[src/design/bitbang_consts.vh]
// constants for the synchronous bit-bang parallel port
// Function
// output pins change only when a host byte is written to the port
// output update strobe pulses low after each host byte reaches the pins
// pins are sampled toward host only as part of a port write
// next host byte waits until the to-host path has room
// pins sampled before new byte driven; returned data lags one byte
// host selects this mode with bit-mode code 0x04
// host returns to default operation with bit-mode value 0x00
// first step of each cycle reads current pin state
// sample strobe goes inactive and sampled byte goes toward host
// sample strobe active again while output pins take the new byte
// one cycle data setup, then update strobe active, then inactive
// external logic treats sample strobe rising edge as capture moment
// per-pin direction comes from byte-wide mask in setup command
// direction holds until a new setup command supplies a mask
// all-input port still runs cycles and returns samples
// mask bit one makes an output, zero an undriven input
`ifndef BITBANG_CONSTS_VH
`define BITBANG_CONSTS_VH
`define MODE_SYNC_BITBANG 8'h04
`define MODE_RESET        8'h00
`define PIN_RESET         8'h00
`define DIR_RESET         8'h00
`define STROBE_TICKS      2'h2
`define DATA_RESET        8'h00
`define UPDATE_STROBE_RESET 1'h1
`define SAMPLE_STROBE_RESET 1'h0
`endif

[src/design/byte_buffer.v]
// two-entry byte buffer with valid/ready on both sides
`timescale 1ns/1ns
module byte_buffer (
    // clock and reset
    input  wire       mclk,
    input  wire       rst_b,
    // fill side
    input  wire [7:0] in_data,
    input  wire       in_valid,
    output wire       in_ready,
    // drain side
    output wire [7:0] out_data,
    output wire       out_valid,
    input  wire       out_ready
);
    reg [7:0] slot_r [0:1];
    reg       wr_ptr_r;
    reg       rd_ptr_r;
    reg [1:0] count_r;
    wire      push;
    wire      pop;

    assign in_ready  = (count_r != 2'd2);
    assign out_valid = (count_r != 2'd0);
    assign out_data  = slot_r[rd_ptr_r];
    assign push      = in_valid & in_ready;
    assign pop       = out_valid & out_ready;

    always @(posedge mclk) begin
        if (push) begin
            slot_r[wr_ptr_r] <= in_data;
        end
    end

    always @(posedge mclk or negedge rst_b) begin
        if (!rst_b) begin
            wr_ptr_r <= 1'b0;
            rd_ptr_r <= 1'b0;
            count_r  <= 2'd0;
        end else begin
            if (push) begin
                wr_ptr_r <= ~wr_ptr_r;
            end
            if (pop) begin
                rd_ptr_r <= ~rd_ptr_r;
            end
            count_r <= count_r + {1'b0, push} - {1'b0, pop};
        end
    end
endmodule

[src/design/sync_bitbang_parallel_port.v]
// synchronous bit-bang parallel port engine
`timescale 1ns/1ns
`include "bitbang_consts.vh"
module sync_bitbang_parallel_port (
    // clock and reset
    input  wire       mclk,
    input  wire       rst_b,
    // mode setup command
    input  wire       setup_valid,
    input  wire [7:0] setup_mode,
    input  wire [7:0] setup_mask,
    // from_host_fifo byte stream
    input  wire [7:0] from_host_fifo_data,
    input  wire       from_host_fifo_valid,
    output wire       from_host_fifo_ready,
    // to_host_fifo byte stream
    output wire [7:0] to_host_fifo_data,
    output wire       to_host_fifo_valid,
    input  wire       to_host_fifo_ready,
    // parallel pins
    input  wire [7:0] pin_in,
    output reg  [7:0] pin_out,
    output reg  [7:0] pin_oe_n,
    // strobes
    output reg        output_update_strobe_n,
    output reg        input_sample_strobe_n,
    // status
    output wire       mode_active
);
    localparam [5:0] S_IDLE   = 6'b00_0001;
    localparam [5:0] S_READ   = 6'b00_0010;
    localparam [5:0] S_SEND   = 6'b00_0100;
    localparam [5:0] S_DRIVE  = 6'b00_1000;
    localparam [5:0] S_SETUP  = 6'b01_0000;
    localparam [5:0] S_STROBE = 6'b10_0000;

    // sequencer, setup and strobe timing
    reg  [5:0] state_r;
    reg  [5:0] state_nxt;
    reg  [7:0] mode_r;
    reg  [7:0] mode_nxt;
    reg  [7:0] dir_r;
    reg  [7:0] dir_nxt;
    reg  [1:0] tick_r;
    reg  [1:0] tick_nxt;
    // pin and byte path
    reg  [7:0] pin_meta_r;
    reg  [7:0] pin_sync_r;
    reg  [7:0] sample_r;
    reg  [7:0] sample_nxt;
    reg  [7:0] hold_r;
    reg  [7:0] hold_nxt;
    reg  [7:0] pin_out_nxt;
    reg        update_strobe_n_nxt;
    reg        sample_strobe_n_nxt;
    wire [7:0] drive_en;
    // handshakes
    wire       buf_in_ready;
    wire       push;
    wire       take;
    wire       setup_take;
    wire       in_idle;
    wire       tick_done;
    genvar     g;

    assign in_idle     = (state_r == S_IDLE);
    assign mode_active = (mode_r == `MODE_SYNC_BITBANG);
    // a byte is only taken when the buffer can hold its sample
    assign take        = in_idle & mode_active
                       & from_host_fifo_valid & buf_in_ready;
    assign from_host_fifo_ready = take;

    // setup only between cycles, so a running cycle keeps its mask
    assign setup_take  = setup_valid & in_idle & ~take;

    assign push        = (state_r == S_SEND);
    assign tick_done   = (tick_r == 2'd0);

    // two-flop synchroniser on the asynchronous pin levels
    always @(posedge mclk or negedge rst_b) begin
        if (!rst_b) begin
            pin_meta_r <= `DATA_RESET;
            pin_sync_r <= `DATA_RESET;
        end else begin
            pin_meta_r <= pin_in;
            pin_sync_r <= pin_meta_r;
        end
    end

    // cycle sequencer: read, send, drive, setup, strobe
    always @* begin
        state_nxt = state_r;
        case (state_r)
            S_IDLE:   if (take) state_nxt = S_READ;
            S_READ:   state_nxt = S_SEND;
            S_SEND:   state_nxt = S_DRIVE;
            S_DRIVE:  state_nxt = S_SETUP;
            S_SETUP:  state_nxt = S_STROBE;
            S_STROBE: if (tick_done) state_nxt = S_IDLE;
            default:  state_nxt = S_IDLE;
        endcase
    end

    always @(posedge mclk or negedge rst_b) begin
        if (!rst_b) begin
            state_r <= S_IDLE;
        end else begin
            state_r <= state_nxt;
        end
    end

    // mode and direction mask move only on an accepted setup
    always @* begin
        mode_nxt = mode_r;
        dir_nxt  = dir_r;
        if (setup_take) begin
            mode_nxt = setup_mode;
            dir_nxt  = setup_mask;
        end
    end

    always @(posedge mclk or negedge rst_b) begin
        if (!rst_b) begin
            mode_r <= `MODE_RESET;
            dir_r  <= `DIR_RESET;
        end else begin
            mode_r <= mode_nxt;
            dir_r  <= dir_nxt;
        end
    end

    // host byte is held while the old pin state is captured first
    always @* begin
        hold_nxt   = hold_r;
        sample_nxt = sample_r;
        if (take) begin
            hold_nxt = from_host_fifo_data;
        end
        if (state_r == S_READ) begin
            sample_nxt = pin_sync_r;
        end
    end

    always @(posedge mclk or negedge rst_b) begin
        if (!rst_b) begin
            hold_r   <= `DATA_RESET;
            sample_r <= `DATA_RESET;
        end else begin
            hold_r   <= hold_nxt;
            sample_r <= sample_nxt;
        end
    end

    // strobes and pins follow the sequencer one edge behind
    always @* begin
        pin_out_nxt         = pin_out;
        update_strobe_n_nxt = output_update_strobe_n;
        sample_strobe_n_nxt = input_sample_strobe_n;
        tick_nxt            = tick_r;
        case (state_r)
            S_SEND: begin
                sample_strobe_n_nxt = 1'b1;
            end
            S_DRIVE: begin
                sample_strobe_n_nxt = 1'b0;
                pin_out_nxt         = hold_r;
            end
            S_SETUP: begin
                // pins have settled for one cycle by now
                update_strobe_n_nxt = 1'b0;
                tick_nxt            = `STROBE_TICKS - 2'd1;
            end
            S_STROBE: begin
                if (tick_done) begin
                    update_strobe_n_nxt = 1'b1;
                end else begin
                    tick_nxt = tick_r - 2'd1;
                end
            end
            default: begin
                tick_nxt = tick_r;
            end
        endcase
    end

    always @(posedge mclk or negedge rst_b) begin
        if (!rst_b) begin
            pin_out                <= `PIN_RESET;
            output_update_strobe_n <= `UPDATE_STROBE_RESET;
            input_sample_strobe_n  <= `SAMPLE_STROBE_RESET;
            tick_r                 <= 2'd0;
        end else begin
            pin_out                <= pin_out_nxt;
            output_update_strobe_n <= update_strobe_n_nxt;
            input_sample_strobe_n  <= sample_strobe_n_nxt;
            tick_r                 <= tick_nxt;
        end
    end

    // one enable per pin; a zero mask bit leaves the pin undriven
    generate
        for (g = 0; g < 8; g = g + 1) begin : g_pin_dir
            assign drive_en[g] = dir_r[g] & mode_active;
        end
    endgenerate

    // everything undriven while the port is out of this mode
    always @* begin
        pin_oe_n = ~drive_en;
    end

    byte_buffer u_to_host_buf (
        .mclk      (mclk),
        .rst_b     (rst_b),
        .in_data   (sample_r),
        .in_valid  (push),
        .in_ready  (buf_in_ready),
        .out_data  (to_host_fifo_data),
        .out_valid (to_host_fifo_valid),
        .out_ready (to_host_fifo_ready)
    );
endmodule

[config.mk]
export PLATFORM = sky130hd
export DESIGN_NAME = sync_bitbang_parallel_port
export DESIGN_NICKNAME = d
export VERILOG_FILES = /design/src/design/byte_buffer.v /design/src/design/sync_bitbang_parallel_port.v
export VERILOG_INCLUDE_DIRS = /design/src /design/src/design
export SDC_FILE = /design/constraint.sdc
export NUM_CORES = 1
export LEC_CHECK = 0
export ABC_AREA = 1
export BUFFER_PORTS_ARGS = -buffer_cell sky130_fd_sc_hd__buf_2
export CAP_MARGIN = 20
export CORE_MARGIN = 5
export CORE_UTILIZATION = 49
export CTS_CLUSTER_SIZE = 8
export DETAILED_ROUTE_END_ITERATION = 10
export PLACE_DENSITY = 0.82
export SETUP_SLACK_MARGIN = 0.2
export SKIP_LAST_GASP = 1
export SYNTH_ARGS = -nofsm -noshare
export SYNTH_HDL_FRONTEND = slang
export SYNTH_SLANG_ARGS = --single-unit
[constraint.sdc]
create_clock -name mclk -period 1.6 [get_ports mclk]
set_input_delay 0.4 -clock mclk [delete_from_list [all_inputs] [get_ports mclk]]
set_output_delay 0.4 -clock mclk [all_outputs]
set_load 0.02 [all_outputs]
# Word level (Yosys, flattened, before mapping)
# Memory sizes are Yosys's and may differ from the RTL's.
# Index checks and enable logic that the tools add are counted.
[op_classes] addsub=3 n_eq_ne=11 mux=10 bitwise_logic=19 reduce_logical=7
[op_table] op="$pmux W6 S6" n=1
[op_table] op="$and A1 B1 Y1" n=15
[op_table] op="$mux W6" n=2
[op_table] op="$eq A8 B3 Y1 const B" n=1
[op_table] op="$ne A2 B2 Y1 const B" n=4
[op_table] op="$not A8 Y8" n=1
[op_table] op="$eq A6 B1 Y1 const B" n=1
[op_table] op="$eq A6 B2 Y1 const B" n=1
[op_table] op="$eq A6 B3 Y1 const B" n=1
[op_table] op="$eq A6 B4 Y1 const B" n=1
[op_table] op="$eq A6 B5 Y1 const B" n=1
[op_table] op="$eq A6 B6 Y1 const B" n=1
[op_table] op="$reduce_and A2 Y1" n=3
[op_table] op="$reduce_bool A2 Y1" n=3
[op_table] op="$pmux W1 S2" n=2
[op_table] op="$pmux W2 S2" n=1
[op_table] op="$mux W1" n=3
[op_table] op="$not A1 Y1" n=3
[op_table] op="$add A2 B1 Y2" n=1
[op_table] op="$logic_not A2 Y1" n=1
[op_table] op="$mux W2" n=1
[op_table] op="$sub A2 B1 Y2" n=1
[op_table] op="$sub A2 B1 Y2 const B" n=1
[totals] register_bits=70 ram_bits=16 inputBits=37 out_inout_bits=29 word_cells=65 memories=1
[memory_table] memory="u_to_host_buf.slot_r" depth=2 width=8 read_ports=1 rd_ports_with_merged_regs=0 wr=1 line_no="byte_buffer.v:16" source="reg [7:0] slot_r [0:1];"

# Depth between registers and ports, before layout
# Gate-level depths: netlist (run 1).
[logic_depth] ltp_word=6 ltp_mapped=9 ltp_nobuf=9

# Hierarchy
# Synthesis (run 1) repeated with hierarchy kept, for this count alone.
[hier_totals] hier_cells=333 area_unflattened_um2=3449.6
[by_module_without_submodules] module="sync_bitbang_parallel_port" instances=1 cells_each=259 area_each_um2=2611.3 seq_area_each_um2=1654.1
[by_module_without_submodules] module="byte_buffer" instances=1 cells_each=74 area_each_um2=838.3 seq_area_each_um2=580.6

# Worst setup path before layout (run 1)
# OpenSTA, ideal clock, no wires.
[synth_path] path_type="flip-flop to flip-flop" from="register state_r[1]" to="memory u_to_host_buf.slot_r[0][0] (enable)" setup_time_ps=370 t_arrival_ps=1311 required_ps=1230 path_slack_ps=-82 path_stages_with_launch=6 path_buffers=0 period_less_slack_ps=1682 cell_sequence="dfrtp_1 -> nor2_2 -> nand3_2 -> a21oi_2 -> inv_2 -> nor2_1"
[synth_between] elab_chain_len=4
[synth_rtl] element="start: declaration" line_no="sync_bitbang_parallel_port.v:38" source="reg [5:0] state_r;"
[synth_rtl] element="start signal: assignment" line_no="sync_bitbang_parallel_port.v:108" source="state_r <= state_nxt;"
[synth_rtl] element="$eq A6 B3 Y1" line_no="sync_bitbang_parallel_port.v:76" source="assign push = (state_r == S_SEND);"
[synth_rtl] element="$and A1 B1 Y1" line_no="byte_buffer.v:26" source="assign push = in_valid & in_ready;"
[synth_rtl] element="named net u_to_host_buf.push" line_no="byte_buffer.v:20" source="wire push;"
[synth_rtl] element="$mux W1" line_no="byte_buffer.v:30" source="if (push) begin"
[synth_rtl] element="$mux W1 (implied by the code)" line_no="byte_buffer.v:31" source="slot_r[wr_ptr_r] <= in_data;"
[synth_rtl] element="end: declaration" line_no="byte_buffer.v:16"
# The timed path passes the listed nets, and every way through them passes these cells.

# Final worst setup path (run 1)
[layout_path] from="register mode_r[1]" to="output pin_oe_n[0]"
[layout_between] elab_chain_len=3
[layout_rtl] element="start: declaration" line_no="sync_bitbang_parallel_port.v:40" source="reg [7:0] mode_r;"
[layout_rtl] element="start signal: assignment" line_no="sync_bitbang_parallel_port.v:124" source="mode_r <= `MODE_RESET;"
[layout_rtl] element="start signal: assignment" line_no="sync_bitbang_parallel_port.v:127" source="mode_r <= mode_nxt;"
[layout_rtl] element="$eq A8 B3 Y1 (no source line)"
[layout_rtl] element="$and A1 B1 Y1" line_no="sync_bitbang_parallel_port.v:203" source="assign drive_en[g] = dir_r[g] & mode_active;"
[layout_rtl] element="$not A8 Y8" line_no="sync_bitbang_parallel_port.v:209" source="pin_oe_n = ~drive_en;"
[layout_rtl] element="end: declaration" line_no="sync_bitbang_parallel_port.v:23" source="output reg [7:0] pin_oe_n,"
# No other way between the ends.

==> results.yml, run 1 <==
clocking:
  cts.sink_count: 86
  worst_path_clk_slew_ps: 90
  cts-root-buf: "sky130_fd_sc_hd__clkbuf_8"
  clock_tree.htree_level_count: 3
  cts-buffers-inserted: 9
  tritoncts: "done"
  cts_buffer_depth: 2
  clkLatencyLatePin_ps: 360
floorplan:
  fp.dieArea_mm2: 0.00882
  placeableCoreArea_mm2: 0.00683
  placementRows: 30
  die-height_um: 93.9
  fp.dieW_um: 93.9
  io_pins: 66
  initial_core_util: 0.505
global_route:
  all_layer_global_routing_usage: 0.180
  grt_antenna_before_repair: 0
  maximum_number_of_pins_on_one_net_before_global_route_repair: 71
  vias_in_the_first_global_route: 2574
  grt.overflow.total: 0
  grt_first_pass_wirelength_um: 12100
yosys:
  synth_cell_type_count: 31
  postSynthCellCount: 319
  synthesis.nets: 359
  synthesis.area_per_instance_um2: 10.8
  post_synth_instance_area_mm2: 0.00345
  sequential_cell_area_fraction_in_the_yosys_report: 0.648
  ys_seq_elements: 86
  yosys_warnings: 0
placed_design:
  io_buffers: 65
  detailed_place_hpwl_um: 4210
  placedInstanceArea_mm2: 0.00401
  gp_routability_congestion: 0.765
timing:
  timing_hold_violations_final: 0
  setup_viol: 48
  worst_slew_margin_rel: 0.753
  achievable-frequency_mhz: 502
  timing_worst_slew_pin_value_ps: 371
  rsz_0062_raised_after_global_routing: "yes"
  tns_ps: -6010
  slew_violations: 0
  fin_ws_ps: -393
  clock_skew_ps: 6.39
  finalCriticalPeriod_ps: 1990
  share_of_the_clock_period_used_by_the_worst_path: 1.25
layout:
  nets: 476
  syn_to_final_growth_pct: 47.4
  drive_above_1_share: 0.522
  register_area_mm2: 0.00224
  n_antenna_cell: 0
  fillerInstances: 428
  area_taken_by_multi_input_logic_gates_mm2: 0.00133
  final_cell_area_mm2: 0.00508
setup_path:
  worstSetupEndpointType: "output port"
  rr_worst_depth: 6
  reg2reg_setup_slack_ps: -130
  startpoint_type: "flip-flop"
  cp.required_ps: 1200
  worstPathMaxFanout: 5
  timing_worst_setup_path_type: "reg -> out"
  worst_ep_arrival_time_ps: 1590
detailed_routing:
  routed_wire_length_per_instance_um: 15.0
  post_dr_vias_cell: 4.75
  first_iter_violations: 181
  num_vias: 2550
  finalWirelength_um: 8060
  drt_antenna_net_count: 0
  drtPass1Iterations: 4
  remaining_drc_errors: 0
run:
  max_cap_violations: 0
power_and_ir_drop:
  leakage_nw: 2.51
  fin_total_pwr_w: 0.00641
  max-vdd-ir-drop_mv: 0.625
  power_density_mw_per_mm2: 1260
status:
  result_of_the_run: "finished, violations left"
  violations_in_the_final_reports: "negative setup slack"
worst_hold_path:
  hold_path_class: "in -> async"
repair_timing:
item,in CTS,in global routing
endpoints found under the setup margin,62,76
hold buffers,0,0
endpoints found under the hold margin,0,0
cloned,5,1
setup buffers,21,12
resized for setup,89,42
pin swaps,19,15
critical path: stages, from the launching register on:
cell	delay (ps)
sky130_fd_sc_hd__dfrtp_1	400
sky130_fd_sc_hd__inv_1	70
sky130_fd_sc_hd__nand2_2	70
sky130_fd_sc_hd__nor2_4	130
sky130_fd_sc_hd__and2_4	170
sky130_fd_sc_hd__buf_6	100
sky130_fd_sc_hd__buf_12	120
sky130_fd_sc_hd__nand2_2	50
sky130_fd_sc_hd__buf_6	130
registers in the layout, summed over array words and instances, names as in the netlist, 2 cells and up:
signal / count
mode_r: 8
sample_r: 8
hold_r: 8
dir_r: 8
u_to_host_buf.slot_r: 16
pin_sync_r: 8
tick_r: 2
pin_meta_r: 8
state_r: 6
pin_out: 8
u_to_host_buf.count_r: 2
worst paths after layout:
check | startpoint | endpoint
max in group asynchronous | rst_b | output_update_strobe_n
min in group mclk | pin_in[0] | pin_meta_r[0]
min | rst_b | hold_r[0]
max | mode_r[1] | pin_oe_n[0]
min reg2reg | pin_meta_r[0] | pin_sync_r[0]
max reg2reg | state_r[5] | u_to_host_buf.slot_r[0][4]
cells in the mapped netlist:
cell type,n,area [um^2]
sky130_fd_sc_hd__o21ai_1,15,75.1
sky130_fd_sc_hd__nor2_2,3,18.8
sky130_fd_sc_hd__nand3_2,3,30.0
sky130_fd_sc_hd__o21ai_0,3,15.0
sky130_fd_sc_hd__and2_1,2,12.5
sky130_fd_sc_hd__nor2_1,14,52.6
sky130_fd_sc_hd__clkinv_1,1,3.75
sky130_fd_sc_hd__buf_2,3,15.0
sky130_fd_sc_hd__a21oi_2,1,8.76
sky130_fd_sc_hd__ha_1,3,37.5
sky130_fd_sc_hd__o22ai_1,1,6.26
sky130_fd_sc_hd__clkinv_4,1,8.76
sky130_fd_sc_hd__xnor2_1,1,8.76
sky130_fd_sc_hd__nand2_1,96,360
sky130_fd_sc_hd__nand3_4,3,52.6
sky130_fd_sc_hd__dfrtp_1,68,1700
sky130_fd_sc_hd__xor2_1,2,17.5
sky130_fd_sc_hd__dfstp_2,2,52.6
sky130_fd_sc_hd__nand4_2,1,12.5
sky130_fd_sc_hd__edfxtp_1,16,480
sky130_fd_sc_hd__nor2_8,1,20.0
sky130_fd_sc_hd__nand2_2,6,37.5
sky130_fd_sc_hd__buf_6,4,45.0
sky130_fd_sc_hd__or2_1,1,6.26
sky130_fd_sc_hd__inv_1,42,158
sky130_fd_sc_hd__o21ai_2,16,140
sky130_fd_sc_hd__a21oi_1,2,10.0
sky130_fd_sc_hd__inv_2,3,11.3
sky130_fd_sc_hd__nor3_1,1,5.00
sky130_fd_sc_hd__nor2_4,3,33.8
sky130_fd_sc_hd__a21boi_2,1,11.3
kinds of logic (layout without fill, tap and decap cells):
group / Yosys count / in the layout / share of synthesized area
simple gates: 134 / 135 / 0.186
buf+inv: 54 / 175 / 0.0700
compound gates: 39 / 39 / 0.0773
xor+xnor: 3 / 3 / 0.00762
fa+ha+maj: 3 / 3 / 0.0109
flops: 86 / 86 / 0.648
per-stage QoR:
step / setup WS [ps] / cells / hold WS, ps / util
2_1_floorplan: 92.4 / 319 / 104 / -
3_3_place_gp: 57.0 / 482 / 333 / 0.587
3_5_place_dp: -13.0 / 482 / 335 / 0.587
4_1_cts: -367 / 524 / 49.3 / 0.702
5_1_grt: -458 / 537 / 59.8 / 0.744
6_report: -393 / 537 / 35.3 / 0.744
cell type report:
class,count,share of cell area
clock buffers,9,0.0244
clock inverters,7,0.0145
inverters,47,0.0386
multi-input cells,180,0.261
flip-flops and latches,86,0.440
well taps,96,0.0236
repair buffers,112,0.198
layout by cell type, fill, tap and decap left out, types with 2 or more instances in the layout:
master                     count
sky130_fd_sc_hd__clkbuf_8      9
sky130_fd_sc_hd__dfrtp_1      65
sky130_fd_sc_hd__nor2_4       10
sky130_fd_sc_hd__nand2_1      62
sky130_fd_sc_hd__inv_6         2
sky130_fd_sc_hd__and2_4        2
sky130_fd_sc_hd__dfstp_2       2
sky130_fd_sc_hd__dfrtp_2       3
sky130_fd_sc_hd__inv_8         2
sky130_fd_sc_hd__inv_4         4
sky130_fd_sc_hd__buf_4        26
sky130_fd_sc_hd__o21ai_1      15
sky130_fd_sc_hd__ha_4          2
sky130_fd_sc_hd__nand2_2      18
sky130_fd_sc_hd__inv_1        36
sky130_fd_sc_hd__edfxtp_1     16
sky130_fd_sc_hd__buf_6        28
sky130_fd_sc_hd__buf_12        5
sky130_fd_sc_hd__buf_2        46
sky130_fd_sc_hd__o21ai_2      16
sky130_fd_sc_hd__nor2_2        3
sky130_fd_sc_hd__o21ai_0       3
sky130_fd_sc_hd__a21oi_1       2
sky130_fd_sc_hd__inv_2         5
sky130_fd_sc_hd__buf_8         2
sky130_fd_sc_hd__nand2_4      22
sky130_fd_sc_hd__clkinv_4      4
sky130_fd_sc_hd__buf_16        4
sky130_fd_sc_hd__nand3_4       6
sky130_fd_sc_hd__nor2_1        8
where the power goes:
group | internal, W | total [W] | switching [W]
Sequential | 0.00253 | 0.00275 | 0.000217
Combinational | 0.00104 | 0.00217 | 0.00113
Clock | 0.000615 | 0.00150 | 0.000881
routing by layer:
metal / up-vias / global-route usage / share of wire
met5: - / 0 / 0
met1: 1227 / 0.216 / 0.38
met3: 16 / 0.0353 / 0.040
li1: 1231 / - / -
met2: 76 / 0.312 / 0.56
met4: 0 / 0.0842 / 0.023
(Power assumes the default switching activity.)
==> run 2: changes to the inputs <==
==> constraint.sdc (replaced) <==
create_clock -name mclk -period 1.6 [get_ports mclk]
set_input_delay 0.16 -clock mclk [delete_from_list [all_inputs] [get_ports mclk]]
set_output_delay 0.16 -clock mclk [all_outputs]
set_load 0.02 [all_outputs]
==> results.yml, run 2 (synthesis gave the netlist of run 1 again) <==
timing:
  finalCriticalPeriod_ps: 1620
  worst_slew_margin_rel: 0.759
  achievable-frequency_mhz: 616
  share_of_the_clock_period_used_by_the_worst_path: 1.01
  slew_violations: 0
  timing_hold_violations_final: 0
  timing_worst_slew_pin_value_ps: 361
  clock_skew_ps: 8.71
  setup_viol: 6
  fin_ws_ps: -23.1
  rsz_0062_raised_after_global_routing: "yes"
floorplan:
  placeableCoreArea_mm2: 0.00683
  initial_core_util: 0.505
  fp.dieW_um: 93.9
  io_pins: 66
  fp.dieArea_mm2: 0.00882
  placementRows: 30
  die-height_um: 93.9
clocking:
  cts_buffer_depth: 2
  worst_path_clk_slew_ps: 90
  clock_tree.htree_level_count: 3
  cts-root-buf: "sky130_fd_sc_hd__clkbuf_8"
  cts.sink_count: 86
  cts-buffers-inserted: 9
  tritoncts: "done"
  clkLatencyLatePin_ps: 350
global_route:
  vias_in_the_first_global_route: 2498
  grt_antenna_before_repair: 0
  all_layer_global_routing_usage: 0.175
  grt_use_met1: 0.217
  grt_use_met2: 0.295
  maximum_number_of_pins_on_one_net_before_global_route_repair: 71
  grt.overflow.total: 0
  grt_most_used_layer: "met2"
  groute.layer.met3.usage: 0.0449
  grt_first_pass_wirelength_um: 11900
setup_path:
  timing.critical_path.to: "pin_oe_n[1]"
  crit-reg2reg-launch: "state_r[0]"
  rr_worst_depth: 8
  worstSetupPathDepth: 5
  worstReg2RegEnd: "u_to_host_buf.count_r[1]"
  worstPathMaxFanout: 5
  reg2reg_setup_slack_ps: 30
  worstSetupEndpointType: "output port"
  timing.critical_path.max_delay_family: "simple AND/OR/NAND/NOR gates"
  critical_path.n_buffers_inverters: 1
  timing_worst_setup_path_type: "reg -> out"
  startpoint_type: "flip-flop"
  cp.required_ps: 1440
  worst_ep_arrival_time_ps: 1460
  cell_with_the_largest_stage_delay_on_the_worst_path: "sky130_fd_sc_hd__dfrtp_1"
  cp-startpoint: "mode_r[5]"
  slowest_delay_ps: 410
  worst_path_most_repeated_cell: "sky130_fd_sc_hd__and2_4"
  crit_chain: "nor2_1 > and2_4 > and2_4 > nand2_2 > buf_6"
detailed_routing:
  first_iter_violations: 169
  drtPass1Iterations: 6
  remaining_drc_errors: 0
  routed_wire_length_per_instance_um: 14.5
  finalWirelength_um: 7800
  drt_antenna_net_count: 0
  post_dr_vias_cell: 4.72
  num_vias: 2542
layout:
  layout_commonest_cell: "sky130_fd_sc_hd__dfrtp_1"
  utilization: 0.740
  regMostFlops: "u_to_host_buf.slot_r"
  drive_above_1_share: 0.540
  nets: 478
  most-common-layout-cells: "sky130_fd_sc_hd__dfrtp_1 (65), sky130_fd_sc_hd__nand2_1 (54), sky130_fd_sc_hd__buf_2 (50), sky130_fd_sc_hd__inv_1 (35), sky130_fd_sc_hd__nand2_2 (34)"
  final_cells: 539
  syn_to_final_growth_pct: 46.6
  flip_flop_count_of_the_largest_register_after_layout: 16
  n_antenna_cell: 0
placed_design:
  place.detailed.instances: 479
  detailed_place_hpwl_um: 4200
  io_buffers: 65
  gp_routability_congestion: 0.716
status:
  result_of_the_run: "finished, violations left"
  violations_in_the_final_reports: "negative setup slack"
power_and_ir_drop:
  leakage_nw: 2.44
  power_density_mw_per_mm2: 1260
  max-vdd-ir-drop_mv: 0.689
run:
  max_cap_violations: 0
worst_hold_path:
  hold_path_class: "in -> reg"
run 2: cell types whose count changed in the layout (fill, tap and decap cells not counted), sizes merged:
cell and delta:
clkbuf +1, clkinv -3, dlygate4sd3 +9, inv +1, clkinvlp +1, buf -9, and2 +1, bufinv +1
run 2: worst min-delay path by stage:
stage                      startpoint   endpoint  cells past startpoint
2_1_floorplan                   rst_b   dir_r[0]                      0
3_3_place_gp                    rst_b  hold_r[6]                      2
3_5_place_dp                    rst_b  hold_r[6]                      2
4_1_cts        from_host_fifo_data[4]  hold_r[4]                      3
5_1_grt        from_host_fifo_data[5]  hold_r[5]                      3
6_report       from_host_fifo_data[5]  hold_r[5]                      3
run 2: tightest hold or removal path, stage by stage:
cell	delay [ps]
sky130_fd_sc_hd__buf_2	70
sky130_fd_sc_hd__nand2_1	40
sky130_fd_sc_hd__o21ai_1	60
run 2: what timing repair did:
item	in CTS	in global routing
gates resized for setup	46	95
hold buffers	9	0
gates cloned	4	2
pin swaps	15	31
endpoints found under the setup margin	57	79
setup buffers	18	11
endpoints found under the hold margin	76	0
run 2: final cells by class:
type	count	area (um^2)
Tap cell	96	120
Clock buffer	9	124
Multi-Input combinational cell	181	1330
Sequential cell	86	2240
Timing Repair Buffer	113	966
Inverter	47	194
Fill cell	450	1780
Clock inverter	7	83.8
run 2: per-layer routing:
metal / vias to the layer above / part of all wire / wire (um)
li1: 1231 / - / -
met1: 1221 / 0.40 / 3090
met2: 76 / 0.54 / 4230
met3: 14 / 0.044 / 344
met4: 0 / 0.018 / 138
met5: - / 0 / 0
run 2: per-stage QoR:
| stage | hold WS, ps | total power (W) | setup TNS [ps] | worst slack [ps] | cell area [um^2] |
|---|---|---|---|---|---|
| CTS | 7.88 | 0.00595 | -142 | -27.9 | 4630 |
| global placement | 204 | 0.00388 | 0 | 107 | 3950 |
| finish | 16.5 | 0.00638 | -69.5 | -23.1 | 5060 |
| detailed placement | 209 | 0.00395 | 0 | 8.40 | 3950 |
| floorplan | -136 | 0.00359 | 0 | 92.4 | 3480 |
| global route | 6.37 | 0.00675 | -1000 | -93.0 | 5060 |
run 2: report_power, final:
group	internal, W	switching (W)	total [W]
registers	0.00253	0.000196	0.00273
clock network	0.000754	0.000830	0.00158
logic	0.000981	0.00109	0.00207
total	0.00427	0.00212	0.00638
